--- config.mk ---
export PLATFORM = sky130hd
export DESIGN_NAME = hms_status_regs
export DESIGN_NICKNAME = d
export VERILOG_FILES = /design/src/inc/hms_pkg.sv /design/src/logic/hms_pulse_timer.sv /design/src/logic/hms_status_regs.sv
export SDC_FILE = /design/constraint.sdc
export NUM_CORES = 1
export LEC_CHECK = 0
export ABC_AREA = 1
export BUFFER_PORTS_ARGS = -buffer_cell sky130_fd_sc_hd__buf_2
export CAP_MARGIN = 20
export CORE_UTILIZATION = 54
export DETAILED_ROUTE_END_ITERATION = 7
export PLACE_DENSITY = 0.84
export SYNTH_ARGS = -nofsm -noshare
export SYNTH_HDL_FRONTEND = slang
export SYNTH_SLANG_ARGS = --single-unit
--- constraint.sdc ---
create_clock -name clk -period 2.1 [get_ports clk]
set_clock_uncertainty 0.2 [all_clocks]
set_input_delay 0.315 -clock clk [delete_from_list [all_inputs] [get_ports clk]]
set_output_delay 0.315 -clock clk [all_outputs]
set_load 0.005 [all_outputs]
--- src/inc/hms_pkg.sv ---
package hms_pkg;

    // ==========================================================
    // Register indices (byte address = 4 * index)
    // ==========================================================
    localparam logic [7:0] IDX_CONFIG      = 8'h40;
    localparam logic [7:0] IDX_STAT_LOW    = 8'h41;
    localparam logic [7:0] IDX_STAT_HIGH   = 8'h42;
    localparam logic [7:0] IDX_VID         = 8'h47;
    localparam logic [7:0] IDX_IRQ_STATUS  = 8'h50;
    localparam logic [7:0] IDX_IRQ_MASK    = 8'h51;

    // ==========================================================
    // Field positions
    // ==========================================================
    localparam int CFG_START_BIT = 0;
    localparam int CFG_FIXED_BIT = 3;
    localparam int CFG_RESET_BIT = 4;
    localparam int CFG_SEL12_BIT = 5;
    localparam int CFG_INIT_BIT  = 7;
    localparam int VID_SEL_BIT   = 7;
    localparam int VID_PIN_W     = 4;
    localparam int LOW_ERR_W     = 7;
    localparam int HIGH_ERR_W    = 4;
    localparam int FAULT_COND_W  = 7;
    localparam int IRQ_W         = 16;

    // ==========================================================
    // Reset values and read masks
    // ==========================================================
    localparam logic [7:0]  CFG_RESET_VAL   = 8'h08;
    localparam logic [7:0]  STAT_RESET_VAL  = 8'h00;
    localparam logic [7:0]  STAT_LOW_MASK   = 8'h7F;
    localparam logic [7:0]  STAT_HIGH_MASK  = 8'hCF;
    localparam logic [15:0] IRQ_RESET_VAL   = 16'h0000;
    localparam logic [31:0] RDATA_RESET_VAL = 32'h0000_0000;

    // ==========================================================
    // Timing
    // ==========================================================
    localparam int CLK_HZ           = 40_000_000;
    localparam int RST_PULSE_MS     = 20;
    localparam int RST_PULSE_CYCLES = RST_PULSE_MS * (CLK_HZ / 1000);
    localparam int PULSE_CNT_W      = 20;

    typedef enum logic [1:0] {
        HMS_PULSE_IDLE = 2'b01,
        HMS_PULSE_LOW  = 2'b10
    } hms_pulse_state_t;

endpackage

--- src/logic/hms_pulse_timer.sv ---
module hms_pulse_timer
    import hms_pkg::*;
#(
    parameter int CYCLES = RST_PULSE_CYCLES
) (
    input  wire logic clk,
    input  wire logic arst_n,
    input  wire logic start,
    output logic      active
);

    // ==========================================================
    // One-shot low-pulse timer
    // ==========================================================
    // A start during a running pulse is ignored; the pulse never shortens.
    localparam logic [PULSE_CNT_W-1:0] LAST = PULSE_CNT_W'(CYCLES - 1);

    hms_pulse_state_t       state_ff;
    hms_pulse_state_t       nxt_state;
    logic [PULSE_CNT_W-1:0] cnt_ff;
    logic [PULSE_CNT_W-1:0] nxt_cnt;
    wire  logic             cnt_done = (cnt_ff == LAST);

    always_comb begin
        nxt_state = state_ff;
        nxt_cnt   = cnt_ff;
        case (state_ff)
            HMS_PULSE_IDLE: begin
                nxt_cnt = '0;
                if (start) begin
                    nxt_state = HMS_PULSE_LOW;
                end
            end
            HMS_PULSE_LOW: begin
                nxt_cnt = cnt_ff + PULSE_CNT_W'(1);
                if (cnt_done) begin
                    nxt_state = HMS_PULSE_IDLE;
                    nxt_cnt   = '0;
                end
            end
            default: begin
                nxt_state = HMS_PULSE_IDLE;
                nxt_cnt   = '0;
            end
        endcase
    end

    always_ff @(posedge clk or negedge arst_n) begin
        if (!arst_n) begin
            state_ff <= HMS_PULSE_IDLE;
            cnt_ff   <= '0;
        end else begin
            state_ff <= nxt_state;
            cnt_ff   <= nxt_cnt;
        end
    end

    assign active = (state_ff == HMS_PULSE_LOW);

endmodule

--- src/logic/hms_status_regs.sv ---
// What this block does
// - Remote diode 1 limit sets low status bit5.
// - Remote diode 2 limit sets bit6; bit7 reserved.
// - High status bits0-3 flag voltage limits; 5:4 reserved.
// - First diode pair fault sets high bit6.
// - Second diode pair fault sets high bit7.
// - Any open or short condition raises fault.
// - High status read-only, zero after reset/init.
// - Voltage-id bits 3:0 show pins; 6:4 reserved.
// - Voltage-id bit7 selects reset output or address.
// - Bit7 clear passes pin as address LSB.
// - Reset bit plus enable gives 20 ms low.
// - Init bit restores status defaults, self-clears.
module hms_status_regs
    import hms_pkg::*;
#(
    parameter int PULSE_CYCLES = RST_PULSE_CYCLES
) (
    input  wire logic                    clk,
    input  wire logic                    arst_n,
    input  wire logic                    hsel,
    input  wire logic [31:0]             haddr,
    input  wire logic [1:0]              htrans,
    input  wire logic                    hwrite,
    input  wire logic [2:0]              hsize,
    input  wire logic                    hready,
    input  wire logic [31:0]             hwdata,
    output logic [31:0]                  hrdata,
    output logic                         hreadyout,
    output logic                         hresp,
    input  wire logic [LOW_ERR_W-1:0]    low_err_strobe,
    input  wire logic [HIGH_ERR_W-1:0]   high_err_strobe,
    input  wire logic [FAULT_COND_W-1:0] first_diode_fault_cond,
    input  wire logic [FAULT_COND_W-1:0] second_diode_fault_cond,
    input  wire logic [VID_PIN_W-1:0]    voltage_id_inputs,
    input  wire logic                    shared_pin_in,
    output logic                         reset_pulse_output,
    output logic                         shared_pin_oe_n,
    output logic                         slave_address_lsb,
    output logic                         monitor_start,
    output logic                         twelve_volt_sel,
    output logic                         irq
);

    // ==========================================================
    // Pin synchronisers
    // ==========================================================
    localparam int SYNC_W = 2 * FAULT_COND_W + VID_PIN_W + 1;

    logic [SYNC_W-1:0] sync1_ff;
    logic [SYNC_W-1:0] sync2_ff;
    wire  logic [SYNC_W-1:0] pins_raw = {first_diode_fault_cond, second_diode_fault_cond,
                                         voltage_id_inputs, shared_pin_in};

    always_ff @(posedge clk or negedge arst_n) begin
        if (!arst_n) begin
            sync1_ff <= '0;
            sync2_ff <= '0;
        end else begin
            sync1_ff <= pins_raw;
            sync2_ff <= sync1_ff;
        end
    end

    wire logic [FAULT_COND_W-1:0] first_cond_s  = sync2_ff[SYNC_W-1 -: FAULT_COND_W];
    wire logic [FAULT_COND_W-1:0] second_cond_s = sync2_ff[VID_PIN_W+1 +: FAULT_COND_W];
    wire logic [VID_PIN_W-1:0]    vid_pins_s    = sync2_ff[1 +: VID_PIN_W];
    wire logic                    shared_pin_s  = sync2_ff[0];

    // ==========================================================
    // AHB-Lite slave
    // ==========================================================
    // Zero wait states: read data is captured in the address phase, so a read
    // issued right behind a write to the same register returns the old value.
    wire logic       xfer_ok  = hsel & htrans[1] & hready;
    wire logic [7:0] a_idx    = haddr[9:2];
    wire logic       a_high0  = (haddr[31:10] == 22'h00_0000);
    wire logic       rd_start = xfer_ok & ~hwrite;
    wire logic       wr_start = xfer_ok & hwrite;

    logic       wr_pend_ff;
    logic [7:0] wr_idx_ff;
    logic       wr_in_map_ff;

    always_ff @(posedge clk or negedge arst_n) begin
        if (!arst_n) begin
            wr_pend_ff   <= 1'b0;
            wr_idx_ff    <= 8'h00;
            wr_in_map_ff <= 1'b0;
        end else if (hready) begin
            wr_pend_ff   <= wr_start;
            wr_idx_ff    <= a_idx;
            wr_in_map_ff <= a_high0;
        end
    end

    wire logic       wr_go  = wr_pend_ff & wr_in_map_ff;
    wire logic [7:0] wd     = hwdata[7:0];
    wire logic       wr_cfg = wr_go & (wr_idx_ff == IDX_CONFIG);
    wire logic       wr_vid = wr_go & (wr_idx_ff == IDX_VID);
    wire logic       wr_irs = wr_go & (wr_idx_ff == IDX_IRQ_STATUS);
    wire logic       wr_irm = wr_go & (wr_idx_ff == IDX_IRQ_MASK);

    assign hreadyout = 1'b1;
    assign hresp     = 1'b0;

    // ==========================================================
    // Configuration: start, 12 V select, reset and init strobes
    // ==========================================================
    logic cfg_start_ff;
    logic cfg_sel12_ff;

    wire logic init_req  = wr_cfg & wd[CFG_INIT_BIT];
    wire logic reset_req = wr_cfg & wd[CFG_RESET_BIT] & ~wd[CFG_INIT_BIT];

    always_ff @(posedge clk or negedge arst_n) begin
        if (!arst_n) begin
            cfg_start_ff <= CFG_RESET_VAL[CFG_START_BIT];
            cfg_sel12_ff <= CFG_RESET_VAL[CFG_SEL12_BIT];
        end else if (init_req) begin
            cfg_start_ff <= CFG_RESET_VAL[CFG_START_BIT];
            cfg_sel12_ff <= CFG_RESET_VAL[CFG_SEL12_BIT];
        end else if (wr_cfg) begin
            cfg_start_ff <= wd[CFG_START_BIT];
            cfg_sel12_ff <= wd[CFG_SEL12_BIT];
        end
    end

    // Reset and init bits are strobes, never stored, so they read back as zero.
    wire logic [7:0] cfg_rd = {1'b0, 1'b0, cfg_sel12_ff, 1'b0,
                               CFG_RESET_VAL[CFG_FIXED_BIT], 2'b00, cfg_start_ff};

    assign monitor_start   = cfg_start_ff;
    assign twelve_volt_sel = cfg_sel12_ff;

    // ==========================================================
    // Sticky limit and fault status
    // ==========================================================
    wire logic first_fault  = |first_cond_s;
    wire logic second_fault = |second_cond_s;

    wire logic [7:0] low_set  = {1'b0, low_err_strobe};
    wire logic [7:0] high_set = {second_fault, first_fault, 2'b00, high_err_strobe};

    logic [7:0] stat_low_ff;
    logic [7:0] stat_high_ff;

    // A new error in the init cycle survives: setting beats clearing.
    wire logic [7:0] nxt_stat_low  = ((init_req ? STAT_RESET_VAL : stat_low_ff) | low_set) & STAT_LOW_MASK;
    wire logic [7:0] nxt_stat_high = ((init_req ? STAT_RESET_VAL : stat_high_ff) | high_set) & STAT_HIGH_MASK;

    always_ff @(posedge clk or negedge arst_n) begin
        if (!arst_n) begin
            stat_low_ff  <= STAT_RESET_VAL;
            stat_high_ff <= STAT_RESET_VAL;
        end else begin
            stat_low_ff  <= nxt_stat_low;
            stat_high_ff <= nxt_stat_high;
        end
    end

    // ==========================================================
    // Voltage-id register and shared pin
    // ==========================================================
    logic vid_sel_ff;

    always_ff @(posedge clk or negedge arst_n) begin
        if (!arst_n) begin
            vid_sel_ff <= 1'b0;
        end else if (init_req) begin
            vid_sel_ff <= 1'b0;
        end else if (wr_vid) begin
            vid_sel_ff <= wd[VID_SEL_BIT];
        end
    end

    wire logic [7:0] vid_rd = {vid_sel_ff, 3'b000, vid_pins_s};

    logic pulse_active;

    // A reset request while the output function is off is dropped, not queued.
    hms_pulse_timer #(
        .CYCLES (PULSE_CYCLES)
    ) u_pulse (
        .clk    (clk),
        .arst_n (arst_n),
        .start  (reset_req & vid_sel_ff),
        .active (pulse_active)
    );

    // The output is held low only while the pin is in reset-output mode.
    assign reset_pulse_output = ~(pulse_active & vid_sel_ff);
    assign shared_pin_oe_n    = ~vid_sel_ff;
    assign slave_address_lsb  = vid_sel_ff ? 1'b0 : shared_pin_s;

    // ==========================================================
    // Interrupt status and mask
    // ==========================================================
    // Only a fresh rise of a status bit is an event, so a standing fault
    // does not re-raise the interrupt once software has cleared it.
    wire logic [IRQ_W-1:0] evt = {high_set & ~stat_high_ff & STAT_HIGH_MASK,
                                  low_set & ~stat_low_ff & STAT_LOW_MASK};

    logic [IRQ_W-1:0] irq_stat_ff;
    logic [IRQ_W-1:0] irq_mask_ff;

    wire logic [IRQ_W-1:0] irq_clr      = wr_irs ? hwdata[IRQ_W-1:0] : '0;
    wire logic [IRQ_W-1:0] nxt_irq_stat = (irq_stat_ff & ~irq_clr) | evt;

    always_ff @(posedge clk or negedge arst_n) begin
        if (!arst_n) begin
            irq_stat_ff <= IRQ_RESET_VAL;
            irq_mask_ff <= IRQ_RESET_VAL;
        end else begin
            irq_stat_ff <= nxt_irq_stat;
            if (wr_irm) begin
                irq_mask_ff <= hwdata[IRQ_W-1:0];
            end
        end
    end

    // The interrupt line leaves a flop fed from the next state, so it shows no
    // decode glitch and still rises in the same cycle as its status bit.
    wire logic [IRQ_W-1:0] nxt_irq_mask = wr_irm ? hwdata[IRQ_W-1:0] : irq_mask_ff;
    wire logic             nxt_irq      = |(nxt_irq_stat & nxt_irq_mask);
    logic                  irq_ff;

    always_ff @(posedge clk or negedge arst_n) begin
        if (!arst_n) begin
            irq_ff <= 1'b0;
        end else begin
            irq_ff <= nxt_irq;
        end
    end

    assign irq = irq_ff;

    // ==========================================================
    // Read multiplexer
    // ==========================================================
    wire logic        hit_cfg = (a_idx == IDX_CONFIG);
    wire logic        hit_sl  = (a_idx == IDX_STAT_LOW);
    wire logic        hit_sh  = (a_idx == IDX_STAT_HIGH);
    wire logic        hit_vid = (a_idx == IDX_VID);
    wire logic        hit_irs = (a_idx == IDX_IRQ_STATUS);
    wire logic        hit_irm = (a_idx == IDX_IRQ_MASK);

    // Unmapped addresses read as zero with an OKAY response.
    wire logic [31:0] rd_mux =
        !a_high0 ? 32'h0000_0000 :
        hit_cfg  ? {24'h00_0000, cfg_rd} :
        hit_sl   ? {24'h00_0000, stat_low_ff} :
        hit_sh   ? {24'h00_0000, stat_high_ff} :
        hit_vid  ? {24'h00_0000, vid_rd} :
        hit_irs  ? {16'h0000, irq_stat_ff} :
        hit_irm  ? {16'h0000, irq_mask_ff} :
                   32'h0000_0000;

    logic [31:0] rdata_ff;

    always_ff @(posedge clk or negedge arst_n) begin
        if (!arst_n) begin
            rdata_ff <= RDATA_RESET_VAL;
        end else if (rd_start) begin
            rdata_ff <= rd_mux;
        end
    end

    assign hrdata = rdata_ff;

endmodule

==> results.md, run 1 <==
- Clk_lat worst skew: 0.52 ns
- Crit path cell chain: inv_1 -> nand2_2 -> nor2_4 -> buf_4 -> nand3_1 -> nand2_1 -> nand2_1 -> dlygate4sd3_1
- Cell Area, Synth: 0.00605 mm²
- Fin crit share: 97.1%
- Post-Route Utilization: 72.8%
- CP max-delay cell: dlygate4sd3_1
- Final Hold Viols: 0
- Primary FF master, synth: dfrtp_1
- Antenna Diode Count: 0
- Nets: 999
- Multi-input logic area: 0.00212 mm²
- Vias in the first global route: 5338
- Final setup viols: 0
- Die W: 108 µm
- Routability cong.: 0.893
- Root Driver: clkbuf_8
- Worst-margin pin slew: 0.600 ns
- Initial Utilization: 55.5%
- H-tree depth: 4
- Syn Area/Cell: 8.50 µm²
- Layout cells sized above 1: 19.3%
- Clock Pin Slew Worst Setup and Hold Paths: 0.07 ns
- Grt ovf: 0
- Drc violations: 0
- Fmax: 491 MHz
- CP startpoint kind: flip-flop
- Area grow syn2layout: 31.0%
- LEAKAGE: 4.31 nW
- Worst min-delay path class: primary input to flip-flop
- Worst vdd ir: 0.602 mV
- Post-Synthesis Cells: 711
- Most used cell, CP: nand2_1
- Antenna violations before repair: 0
- Count leader, synth: nand2_1
- CTS Sinks: 135
- Die footprint: 0.0116 mm²
- First-pass iteration count of the detailed router: 7
- WP buf/inv: 3
- Vias per inst: 5.09
- DPL Wire Length: 9.48 mm
- Commonest cells in the netlist: nand2_1 (209), dfrtp_1 (134), inv_1 (94)
- Max_slew headroom: 59.7%
- Clock buffer depth: 2
- Wire per inst: 14.4 µm
- Num ports: 144
- Kind of critical path: flip-flop to flip-flop
- Worst hold-check slack: 0.00953 ns
- Die Y: 108 µm
- Min Tclk post-route: 2.04 ns
- Post-DRT Antenna Nets: 0
- Register Area: 0.00338 mm²
- Via count: 5334
- Worst EP arrival: 2.24 ns
- Yosys cell types: 40
- Placed instance area: 0.00672 mm²
- Largest net degree at the start of global routing: 76
- WL final: 15.1 mm
- Std cell rows: 38
- Flop and latch count out of synthesis: 135
- Pwr/cell area: 753 mW/mm²
- Max-slew violations: 0
- Worst-path fanout max: 7
- Worst EP required: 2.31 ns
- All-Layer GR Usage: 27.9%
- Post-synth EDFFs: 0
- CP endpoint kind: flip-flop
- TritonCTS clock tree: done
- Top-area cell type share of the netlist area: 55.5%
- Top post-synthesis cells by area: dfrtp_1 (55%), nand2_1 (13%), inv_1 (5.8%)
- Number of CTS-inserted buffers: 17
- Post-synthesis sequential area ratio: 55.9%
- PortBufs: 103
- Core area: 0.0109 mm²
- Max Cap Viol: 0
- Leading area contributor after synthesis: dfrtp_1
- FFs w/ async S/R, synth: 100%
- First-pass GRT wire length: 24.4 mm
- YS warnings: 0
- Fillers: 746
- CP peak stage delay: 0.55 ns
- Crit-path leading delay family: buffers and inverters
- DR iter-0 viols: 426
- Status: complete, no violations
- Finished Cell Area: 0.00792 mm²
-- cells in the final DEF (no fill, tap or decap), drive strengths merged, types with 3 or more instances in the layout --
cell	n
clkbuf	18
xor2	3
o21bai	11
a21oi	12
dfrtp	134
conb	18
buf	122
nand4	7
dlygate4sd3	59
nor2	65
inv	105
o21ai	38
nor3	13
nand2	211
nand3	51
nand3b	10
clkinv	6
or2	6
o22ai	3
-- layout make-up --
type                            instances  share of cell area (%)
Tap cell                              140                    2.21
Multi-Input combinational cell        459                    26.7
Sequential cell                       135                    42.7
Inverter                              100                    4.74
Clock inverter                         14                    1.97
Timing Repair Buffer                  181                    16.3
Clock buffer                           18                    5.40
-- path summary, 6_finish.rpt --
path | start | endpoint | slack (ns) | depth (start not counted)
worst max register to register | wr_idx_ff[2]$_DFFE_PN0P_ | irq_stat_ff[3]$_DFF_PN0_ | 0.06 | 8
worst min-delay path | hready | wr_idx_ff[0]$_DFFE_PN0P_ | 0.01 | 3
worst max-delay path | wr_idx_ff[2]$_DFFE_PN0P_ | irq_stat_ff[3]$_DFF_PN0_ | 0.06 | 8
min in group asynchronous | arst_n | sync1_ff[17]$_DFF_PN0_ | 0.16 | 3
worst min register to register | sync1_ff[14]$_DFF_PN0_ | sync2_ff[14]$_DFF_PN0_ | 0.15 | 0
max in group asynchronous | arst_n | sync1_ff[2]$_DFF_PN0_ | 1.06 | 3
-- layer usage --
metal  up-vias  part of all wire (%)  GRT usage, %  wire length [µm]
li1       2549                     -             -                 -
met1      2458                    39          33.3              5960
met2       289                    51          48.4              7680
met3        38                   7.4          6.11              1120
met4         0                   2.3          12.0               344
met5         -                     0             0                 0
-- report_power, final --
group | internal [mW] | switching [mW] | leakage [nW] | total, mW
Combinational | 0.182 | 0.198 | 2.37 | 0.380
Sequential | 2.67 | 0.0340 | 1.66 | 2.70
Clock | 1.65 | 1.23 | 0.281 | 2.88
Total | 4.51 | 1.46 | 4.31 | 5.96
-- flip-flops by register name, indices dropped and copies added, names as in the netlist --
name / cells
irq: 1
u_pulse.cnt_ff: 20
stat_high_ff: 6
irq_mask_ff: 16
vid_sel_ff: 1
wr_idx_ff: 8
hrdata: 16
u_pulse.state_ff: 2
wr_pend_ff: 1
irq_stat_ff: 16
sync2_ff: 19
stat_low_ff: 7
sync1_ff: 19
monitor_start: 1
wr_in_map_ff: 1
twelve_volt_sel: 1
-- what timing repair did --
item | CTS | global route
resized for setup | 0 | 3
hold endpoints to repair | 209 | 0
setup buffers | 0 | 2
endpoints found under the setup margin | 0 | 10
hold buffers | 59 | 0
-- cell families (layout without fill, tap and decap cells) --
family	count (synthesis)	after routing	share of synthesized area (%)
other	2	18	0.124
and+or+nand+nor	368	368	26.6
AOI/OAI and AO/OA	67	67	6.21
xor gates and xnor gates	5	5	0.724
DFF	135	135	55.9
buffers and inverters	133	313	10.2
adders and majority gates	1	1	0.207
-- stage by stage --
stage	total power [mW]	setup TNS, ns	setup WS [ns]	instances
after global routing	6.16	-0.00186	-0.00186	1047
after detailed placement	3.03	0	0.0843	954
after floorplan	2.87	0	0.435	727
final	5.96	0	0.0615	1047
after global placement	3.02	0	0.166	954
after CTS	5.98	0	0.0567	1045
-- tightest hold or removal path, stage by stage --
cell,delay [ns]
buf_2,0.10
buf_4,0.17
o21ai_0,0.09
No activity file was read; power rests on OpenSTA's default activity.
==> run 2: changes to the inputs <==
Settings changed: RECOVER_POWER from default to 50.
==> run 2 against run 1 <==
Compared with the run above:
- sequential power about the same
- cell count unchanged
- largest power group unchanged
- fmax down 0.25%
- clock power about the same
- die area unchanged
- via count down 0.51%
- largest cell class unchanged
==> results.md, run 2 (synthesis results as in run 1) <==
- Via count: 5307 (was 5334)
- Die W: 108 µm (unchanged)
- LEAKAGE: 4.29 nW (was 4.31 nW)
- Hold_sp: hready (unchanged)
- Core area: 0.0109 mm² (unchanged)
- Pwr/cell area: 755 mW/mm² (was 753 mW/mm²)
- Worst min-delay path class: primary input to flip-flop (unchanged)
- Register Area: 0.00338 mm² (unchanged)
- H-tree depth: 4 (unchanged)
- Post-DRT Antenna Nets: 0 (unchanged)
- Antenna violations before repair: 0 (unchanged)
- Final Hold Viols: 0 (unchanged)
- First-pass GRT wire length: 24.4 mm (unchanged)
- First-pass iteration count of the detailed router: 8 (was 7)
- Largest regs: u_pulse.cnt_ff (20), sync1_ff (19), sync2_ff (19) (unchanged)
- Finished Cell Area: 0.00789 mm² (was 0.00792 mm²)
- Die footprint: 0.0116 mm² (unchanged)
- Wire per inst: 14.4 µm (about the same)
- CP startpoint kind: primary input (was flip-flop)
- Worst vdd ir: 0.605 mV (was 0.602 mV)
- Drc violations: 0 (unchanged)
- Worst-path fanout max: 14 (was 7)
- DPL Wire Length: 9.48 mm (unchanged)
- Max-slew violations: 0 (unchanged)
- PortBufs: 103 (unchanged)
- Clock buffer depth: 2 (unchanged)
- All-Layer GR Usage: 27.9% (unchanged)
- Worst EP arrival: 2.30 ns (was 2.24 ns)
- Final setup viols: 0 (unchanged)
- Placed instance area: 0.00672 mm² (unchanged)
- Kind of critical path: primary input to flip-flop (was flip-flop to flip-flop)
- Hold depth: 3 (unchanged)
- Min Tclk post-route: 2.04 ns (about the same)
- Commonest non-fill, non-tap cell in the layout: nand2_1 (unchanged)
- DR iter-0 viols: 387 (was 426)
- CP endpoint kind: flip-flop (unchanged)
- Fillers: 754 (was 746)
- Initial Utilization: 55.5% (unchanged)
- Root Driver: clkbuf_8 (unchanged)
- Max_slew headroom: 10.8% (was 59.7%)
- Post-Route Utilization: 72.4% (was 72.8%)
- Max reg flops: 20 (unchanged)
- Largest net degree at the start of global routing: 76 (unchanged)
- Hold Path End: wr_idx_ff[0]$_DFFE_PN0P_ (unchanged)
- Area grow syn2layout: 30.4% (was 31.0%)
- Routability cong.: 0.893 (unchanged)
- Clock Pin Slew Worst Setup and Hold Paths: 0.06 ns (was 0.07 ns)
- Num ports: 144 (unchanged)
- TritonCTS clock tree: done (unchanged)
- Clk_lat worst skew: 0.52 ns (about the same)
- Nets: 999 (unchanged)
- Multi-input logic area: 0.00212 mm² (unchanged)
- Vias in the first global route: 5338 (unchanged)
- R2r setup slk: 0.07 ns (was 0.06 ns)
- Worst-margin pin slew: 1.34 ns (was 0.600 ns)
- Fmax: 489 MHz (was 491 MHz)
- Worst EP required: 2.36 ns (was 2.31 ns)
- Setup TNS: 0 ns (unchanged)
- Grt ovf: 0 (unchanged)
- Fin crit share: 97.3% (was 97.1%)
- Register-to-Register Path Depth: 8 (unchanged)
- Number of CTS-inserted buffers: 17 (unchanged)
- Worst r2r src: wr_idx_ff[2]$_DFFE_PN0P_ (unchanged)
- Max Cap Viol: 0 (unchanged)
- Antenna Diode Count: 0 (unchanged)
- Vias per inst: 5.07 (was 5.09)
- Die Y: 108 µm (unchanged)
- R2R Path End: irq_stat_ff[3]$_DFF_PN0_ (unchanged)
- Std cell rows: 38 (unchanged)
- WL final: 15.1 mm (about the same)
- Reg with most FFs: u_pulse.cnt_ff (unchanged)
- Status: complete, no violations (unchanged)
- Layout cells sized above 1: 18.6% (was 19.3%)
- CTS Sinks: 135 (unchanged)
- Commonest non-fill, non-tap cells in the layout: nand2_1 (209), dfrtp_1 (134), buf_2 (96), inv_1 (93), nor2_1 (61) (was nand2_1 (209), dfrtp_1 (134), buf_2 (102), inv_1 (93), nor2_1 (61))
run 2: timing repair:
action / in CTS / in global routing
gates resized for setup: 0 / 3
buffers inserted: 0 / 2
hold buffers: 59 / 0
endpoints found under the hold margin: 209 / 0
endpoints found under the setup margin: 0 / 10
run 2: area by class of cell:
type	instances	share of cell area, %
Multi-Input combinational cell	459	26.9
Sequential cell	135	42.9
Clock inverter	14	1.98
Inverter	100	4.76
Timing Repair Buffer	181	15.9
Tap cell	140	2.22
Clock buffer	18	5.43
run 2: report_power, final:
| part | internal (mW) | switching, mW |
|---|---|---|
| registers | 2.67 | 0.0339 |
| clock network | 1.65 | 1.22 |
| logic | 0.174 | 0.196 |
| total | 4.50 | 1.46 |
run 2: worst max-delay path, stage by stage:
cell           delay, ns
dlygate4sd3_1       0.53
buf_2               0.13
inv_1               0.06
nand2_1             0.06
nor3_2              0.26
nand2_1             0.09
buf_4               0.20
o21ai_0             0.31
inv_1               0.10
nand4_1             0.10
nand2_1             0.07
nand2_1             0.07
run 2: metal layers:
metal | vias to the layer above | wire, µm | GRT usage, %
met5 | - | 0 | 0
met2 | 290 | 7660 | 48.4
met1 | 2420 | 5930 | 33.3
li1 | 2552 | - | -
met3 | 45 | 1100 | 6.11
met4 | 0 | 388 | 12.0
run 2: worst max-delay path by stage:
stage,start,end,slack (ns),cells after the start
5_1_grt,haddr[9],hrdata[3]$_DFFE_PN0P_,-0.002,12
6_report,haddr[9],hrdata[3]$_DFFE_PN0P_,0.06,12
2_1_floorplan,u_pulse.cnt_ff[0]$_DFF_PN0_,u_pulse.cnt_ff[18]$_DFF_PN0_,0.44,8
3_5_place_dp,haddr[17],hrdata[1]$_DFFE_PN0P_,0.08,9
4_1_cts,wr_idx_ff[5]$_DFFE_PN0P_,irq_stat_ff[3]$_DFF_PN0_,0.06,8
3_3_place_gp,haddr[17],hrdata[1]$_DFFE_PN0P_,0.17,9
run 2: through the flow:
stage	total power [mW]	hold slack [ns]	setup slack [ns]	instances
6_report	5.95	0.0104	0.0564	1047
5_1_grt	6.15	0.0205	-0.00186	1047
4_1_cts	5.98	0.000315	0.0567	1045
3_5_place_dp	3.03	-0.0733	0.0843	954
3_3_place_gp	3.02	-0.0737	0.166	954
2_1_floorplan	2.87	-0.181	0.435	727
==> run 3: changes to the inputs <==
==> constraint.sdc (replaced) <==
create_clock -name clk -period 2.1 [get_ports clk]
set_clock_uncertainty 0.2 [all_clocks]
set_input_delay 0.21 -clock clk [delete_from_list [all_inputs] [get_ports clk]]
set_output_delay 0.21 -clock clk [all_outputs]
set_load 0.005 [all_outputs]
==> run 3 against run 2 <==
Compared with the run above:
- critical path depth increased by 1
- hold slack improved by 0.038 ns
- setup slack improved by 0.023 ns
- sequential power about the same
- sequential share of layout area decreased by 1.2 points
- total power increased by 3.1%
- register-to-register slack about the same
- global-route usage increased by 0.84 points
- critical path type is now flip-flop to flip-flop
- largest cell class unchanged
- largest power group unchanged
==> results.md, run 3 (synthesis results as in run 1) <==
- Largest net degree at the start of global routing: 134 (was 76)
- All-Layer GR Usage: 28.8% (was 27.9%)
- Worst-margin pin slew: 1.19 ns (was 1.34 ns)
- TritonCTS clock tree: done (unchanged)
- Core area: 0.0109 mm² (unchanged)
- Worst EP arrival: 2.24 ns (was 2.30 ns)
- Non-Filler Instances: 1062 (was 1047)
- Drc violations: 0 (unchanged)
- Dpl cells: 951 (was 954)
- Final Hold Viols: 0 (unchanged)
- Clk_lat worst skew: 0.53 ns (was 0.52 ns)
- Grt ovf: 0 (unchanged)
- PortBufs: 103 (unchanged)
- Nets: 1014 (was 999)
- First-pass GRT wire length: 25.0 mm (was 24.4 mm)
- DP Worst Slack: 0.105 ns (was 0.0843 ns)
- Fmax: 495 MHz (was 489 MHz)
- R2R Path End: irq$_DFF_PN0_ (was irq_stat_ff[3]$_DFF_PN0_)
- Fillers: 726 (was 754)
- Area grow syn2layout: 34.4% (was 30.4%)
- H-tree depth: 4 (unchanged)
- Layout cells sized above 1: 19.1% (was 18.6%)
- Worst r2r src: wr_idx_ff[0]$_DFFE_PN0P_ (was wr_idx_ff[2]$_DFFE_PN0P_)
- Worst vdd ir: 0.726 mV (was 0.605 mV)
- Vias in the first global route: 5322 (was 5338)
- CP endpoint kind: flip-flop (unchanged)
- Die Y: 108 µm (unchanged)
- Max Cap Viol: 0 (unchanged)
- Fin crit share: 96.2% (was 97.3%)
- Switching part of the total: 22.0% (was 24.4%)
- Status: complete, no violations (unchanged)
- Die footprint: 0.0116 mm² (unchanged)
- Clock buffer depth: 2 (unchanged)
- Psw: 1.35 mW (was 1.46 mW)
- Via count: 5493 (was 5307)
- First-pass iteration count of the detailed router: 5 (was 8)
- Wire per inst: 14.9 µm (was 14.4 µm)
- Vias per inst: 5.17 (was 5.07)
- Reg with most FFs: u_pulse.cnt_ff (unchanged)
- Max_slew headroom: 20.7% (was 10.8%)
- Worst-path fanout max: 7 (was 14)
- Commonest non-fill, non-tap cells in the layout: nand2_1 (209), dfrtp_1 (134), buf_2 (101), inv_1 (93), dlygate4sd3_1 (73) (was nand2_1 (209), dfrtp_1 (134), buf_2 (96), inv_1 (93), nor2_1 (61))
- Setup WS post-layout: 0.0789 ns (was 0.0564 ns)
- Root Driver: clkbuf_8 (unchanged)
- Die W: 108 µm (unchanged)
- Register-to-Register Path Depth: 13 (was 8)
- Worst EP required: 2.32 ns (was 2.36 ns)
- P_int: 4.78 mW (was 4.50 mW)
- Worst min-delay path class: primary input to flip-flop (unchanged)
- Antenna violations before repair: 0 (unchanged)
- Gate power share: 6.8% (was 6.2%)
- Clock power share: 49.0% (was 48.4%)
- Flop pwr share: 44.1% (was 45.4%)
- Max reg flops: 20 (unchanged)
- Min Tclk post-route: 2.02 ns (was 2.04 ns)
- Final setup viols: 0 (unchanged)
- LEAKAGE: 4.37 nW (was 4.29 nW)
- Number of CTS-inserted buffers: 17 (unchanged)
- Routability cong.: 0.880 (was 0.893)
- Largest regs: u_pulse.cnt_ff (20), sync1_ff (19), sync2_ff (19) (unchanged)
- Post-DRT Antenna Nets: 0 (unchanged)
- Critical path destination: irq$_DFF_PN0_ (was hrdata[3]$_DFFE_PN0P_)
- CTS Sinks: 135 (unchanged)
- Antenna Diode Count: 0 (unchanged)
- Clock Pin Slew Worst Setup and Hold Paths: 0.06 ns (about the same)
- Commonest non-fill, non-tap cell in the layout: nand2_1 (unchanged)
- Beginning of the critical path: wr_idx_ff[0]$_DFFE_PN0P_ (was haddr[9])
- Std cell rows: 38 (unchanged)
- Max-slew violations: 0 (unchanged)
- Num ports: 144 (unchanged)
- R2r setup slk: 0.08 ns (was 0.07 ns)
- DPL Wire Length: 9.18 mm (was 9.48 mm)
- Initial Utilization: 55.5% (unchanged)
- WL final: 15.9 mm (was 15.1 mm)
- Kind of critical path: flip-flop to flip-flop (was primary input to flip-flop)
- CP startpoint kind: flip-flop (was primary input)
- Pwr/cell area: 756 mW/mm² (was 755 mW/mm²)
- DR iter-0 viols: 412 (was 387)
-- run 3: cell types whose count changed in the layout (fill, tap and decap cells not counted), moves of 2 or more --
| cell | delta |
|---|---|
| bufinv_16 | +2 |
| nor2_2 | +2 |
| dlygate4sd3_1 | +14 |
| buf_4 | -5 |
| clkinv_2 | +3 |
| inv_6 | -3 |
| clkbuf_8 | +2 |
| clkbuf_1 | -4 |
| nor2_1 | -2 |
| buf_2 | +5 |
| buf_6 | +4 |
| buf_12 | +3 |
| inv_8 | -3 |
-- run 3: layer usage --
| layer | global-route usage [%] | share of wire (%) | vias up |
|---|---|---|---|
| li1 | - | - | 2578 |
| met1 | 35.4 | 41 | 2565 |
| met2 | 48.4 | 49 | 291 |
| met3 | 6.42 | 6.8 | 59 |
| met4 | 12.8 | 3.2 | 0 |
| met5 | 0 | 0 | - |
-- run 3: worst max-delay path, stage by stage, from the launching register on --
cell,delay [ns]
dfrtp_1,0.40
inv_1,0.10
nand2_1,0.10
nor2_4,0.27
buf_6,0.16
nand3_1,0.09
nand2_1,0.07
nand2_1,0.09
nand2_1,0.10
nand2_1,0.07
inv_1,0.05
nand2_1,0.07
nor2_2,0.10
nand2_1,0.05
-- run 3: repair_timing --
item                                   4_1_cts  5_1_grt
resized for setup                            0        8
hold buffers                                73        0
setup endpoints to repair                    0        6
endpoints found under the hold margin      226        0
setup buffers                                0        6
-- run 3: power by group through the flow --
stage | Combinational (mW) | Sequential [mW] | Clock (mW)
floorplan | 0.131 | 2.74 | 0
global placement | 0.275 | 2.75 | 0
detailed placement | 0.280 | 2.75 | 0
CTS | 0.390 | 2.71 | 3.04
global route | 0.459 | 2.71 | 3.17
finish | 0.420 | 2.71 | 3.01
-- run 3: worst min-delay path by stage --
stage	from	endpoint	slack [ns]	depth (start not counted)
4_1_cts	hready	wr_idx_ff[6]$_DFFE_PN0P_	0.007	5
3_3_place_gp	arst_n	sync1_ff[3]$_DFF_PN0_	-0.19	1
2_1_floorplan	arst_n	hrdata[0]$_DFFE_PN0P_	-0.29	0
3_5_place_dp	arst_n	sync1_ff[3]$_DFF_PN0_	-0.19	1
6_report	hready	wr_idx_ff[4]$_DFFE_PN0P_	0.05	4
5_1_grt	hready	wr_idx_ff[4]$_DFFE_PN0P_	0.06	4
-- run 3: metrics by stage --
step / power (mW) / TNS, ns / area [µm²] / hold WS [ns] / utilization, %
3_5_place_dp: 3.03 / 0 / 6700 / -0.192 / 61.5
2_1_floorplan: 2.87 / 0 / 6110 / -0.286 / -
5_1_grt: 6.34 / -0.138 / 8120 / 0.0626 / 74.6
6_report: 6.14 / 0 / 8120 / 0.0481 / 74.6
4_1_cts: 6.13 / 0 / 8040 / 0.00658 / 73.8
3_3_place_gp: 3.02 / 0 / 6700 / -0.192 / 61.5
-- run 3: layout make-up --
| class | count | area (µm²) | area share [%] |
|---|---|---|---|
| clock inverter | 11 | 146 | 1.80 |
| timing repair buffer | 196 | 1460 | 18.0 |
| multi-input combinational | 459 | 2130 | 26.2 |
| sequential | 135 | 3380 | 41.6 |
| tap | 140 | 175 | 2.16 |
| inverter | 100 | 375 | 4.62 |
| clock buffer | 21 | 459 | 5.65 |
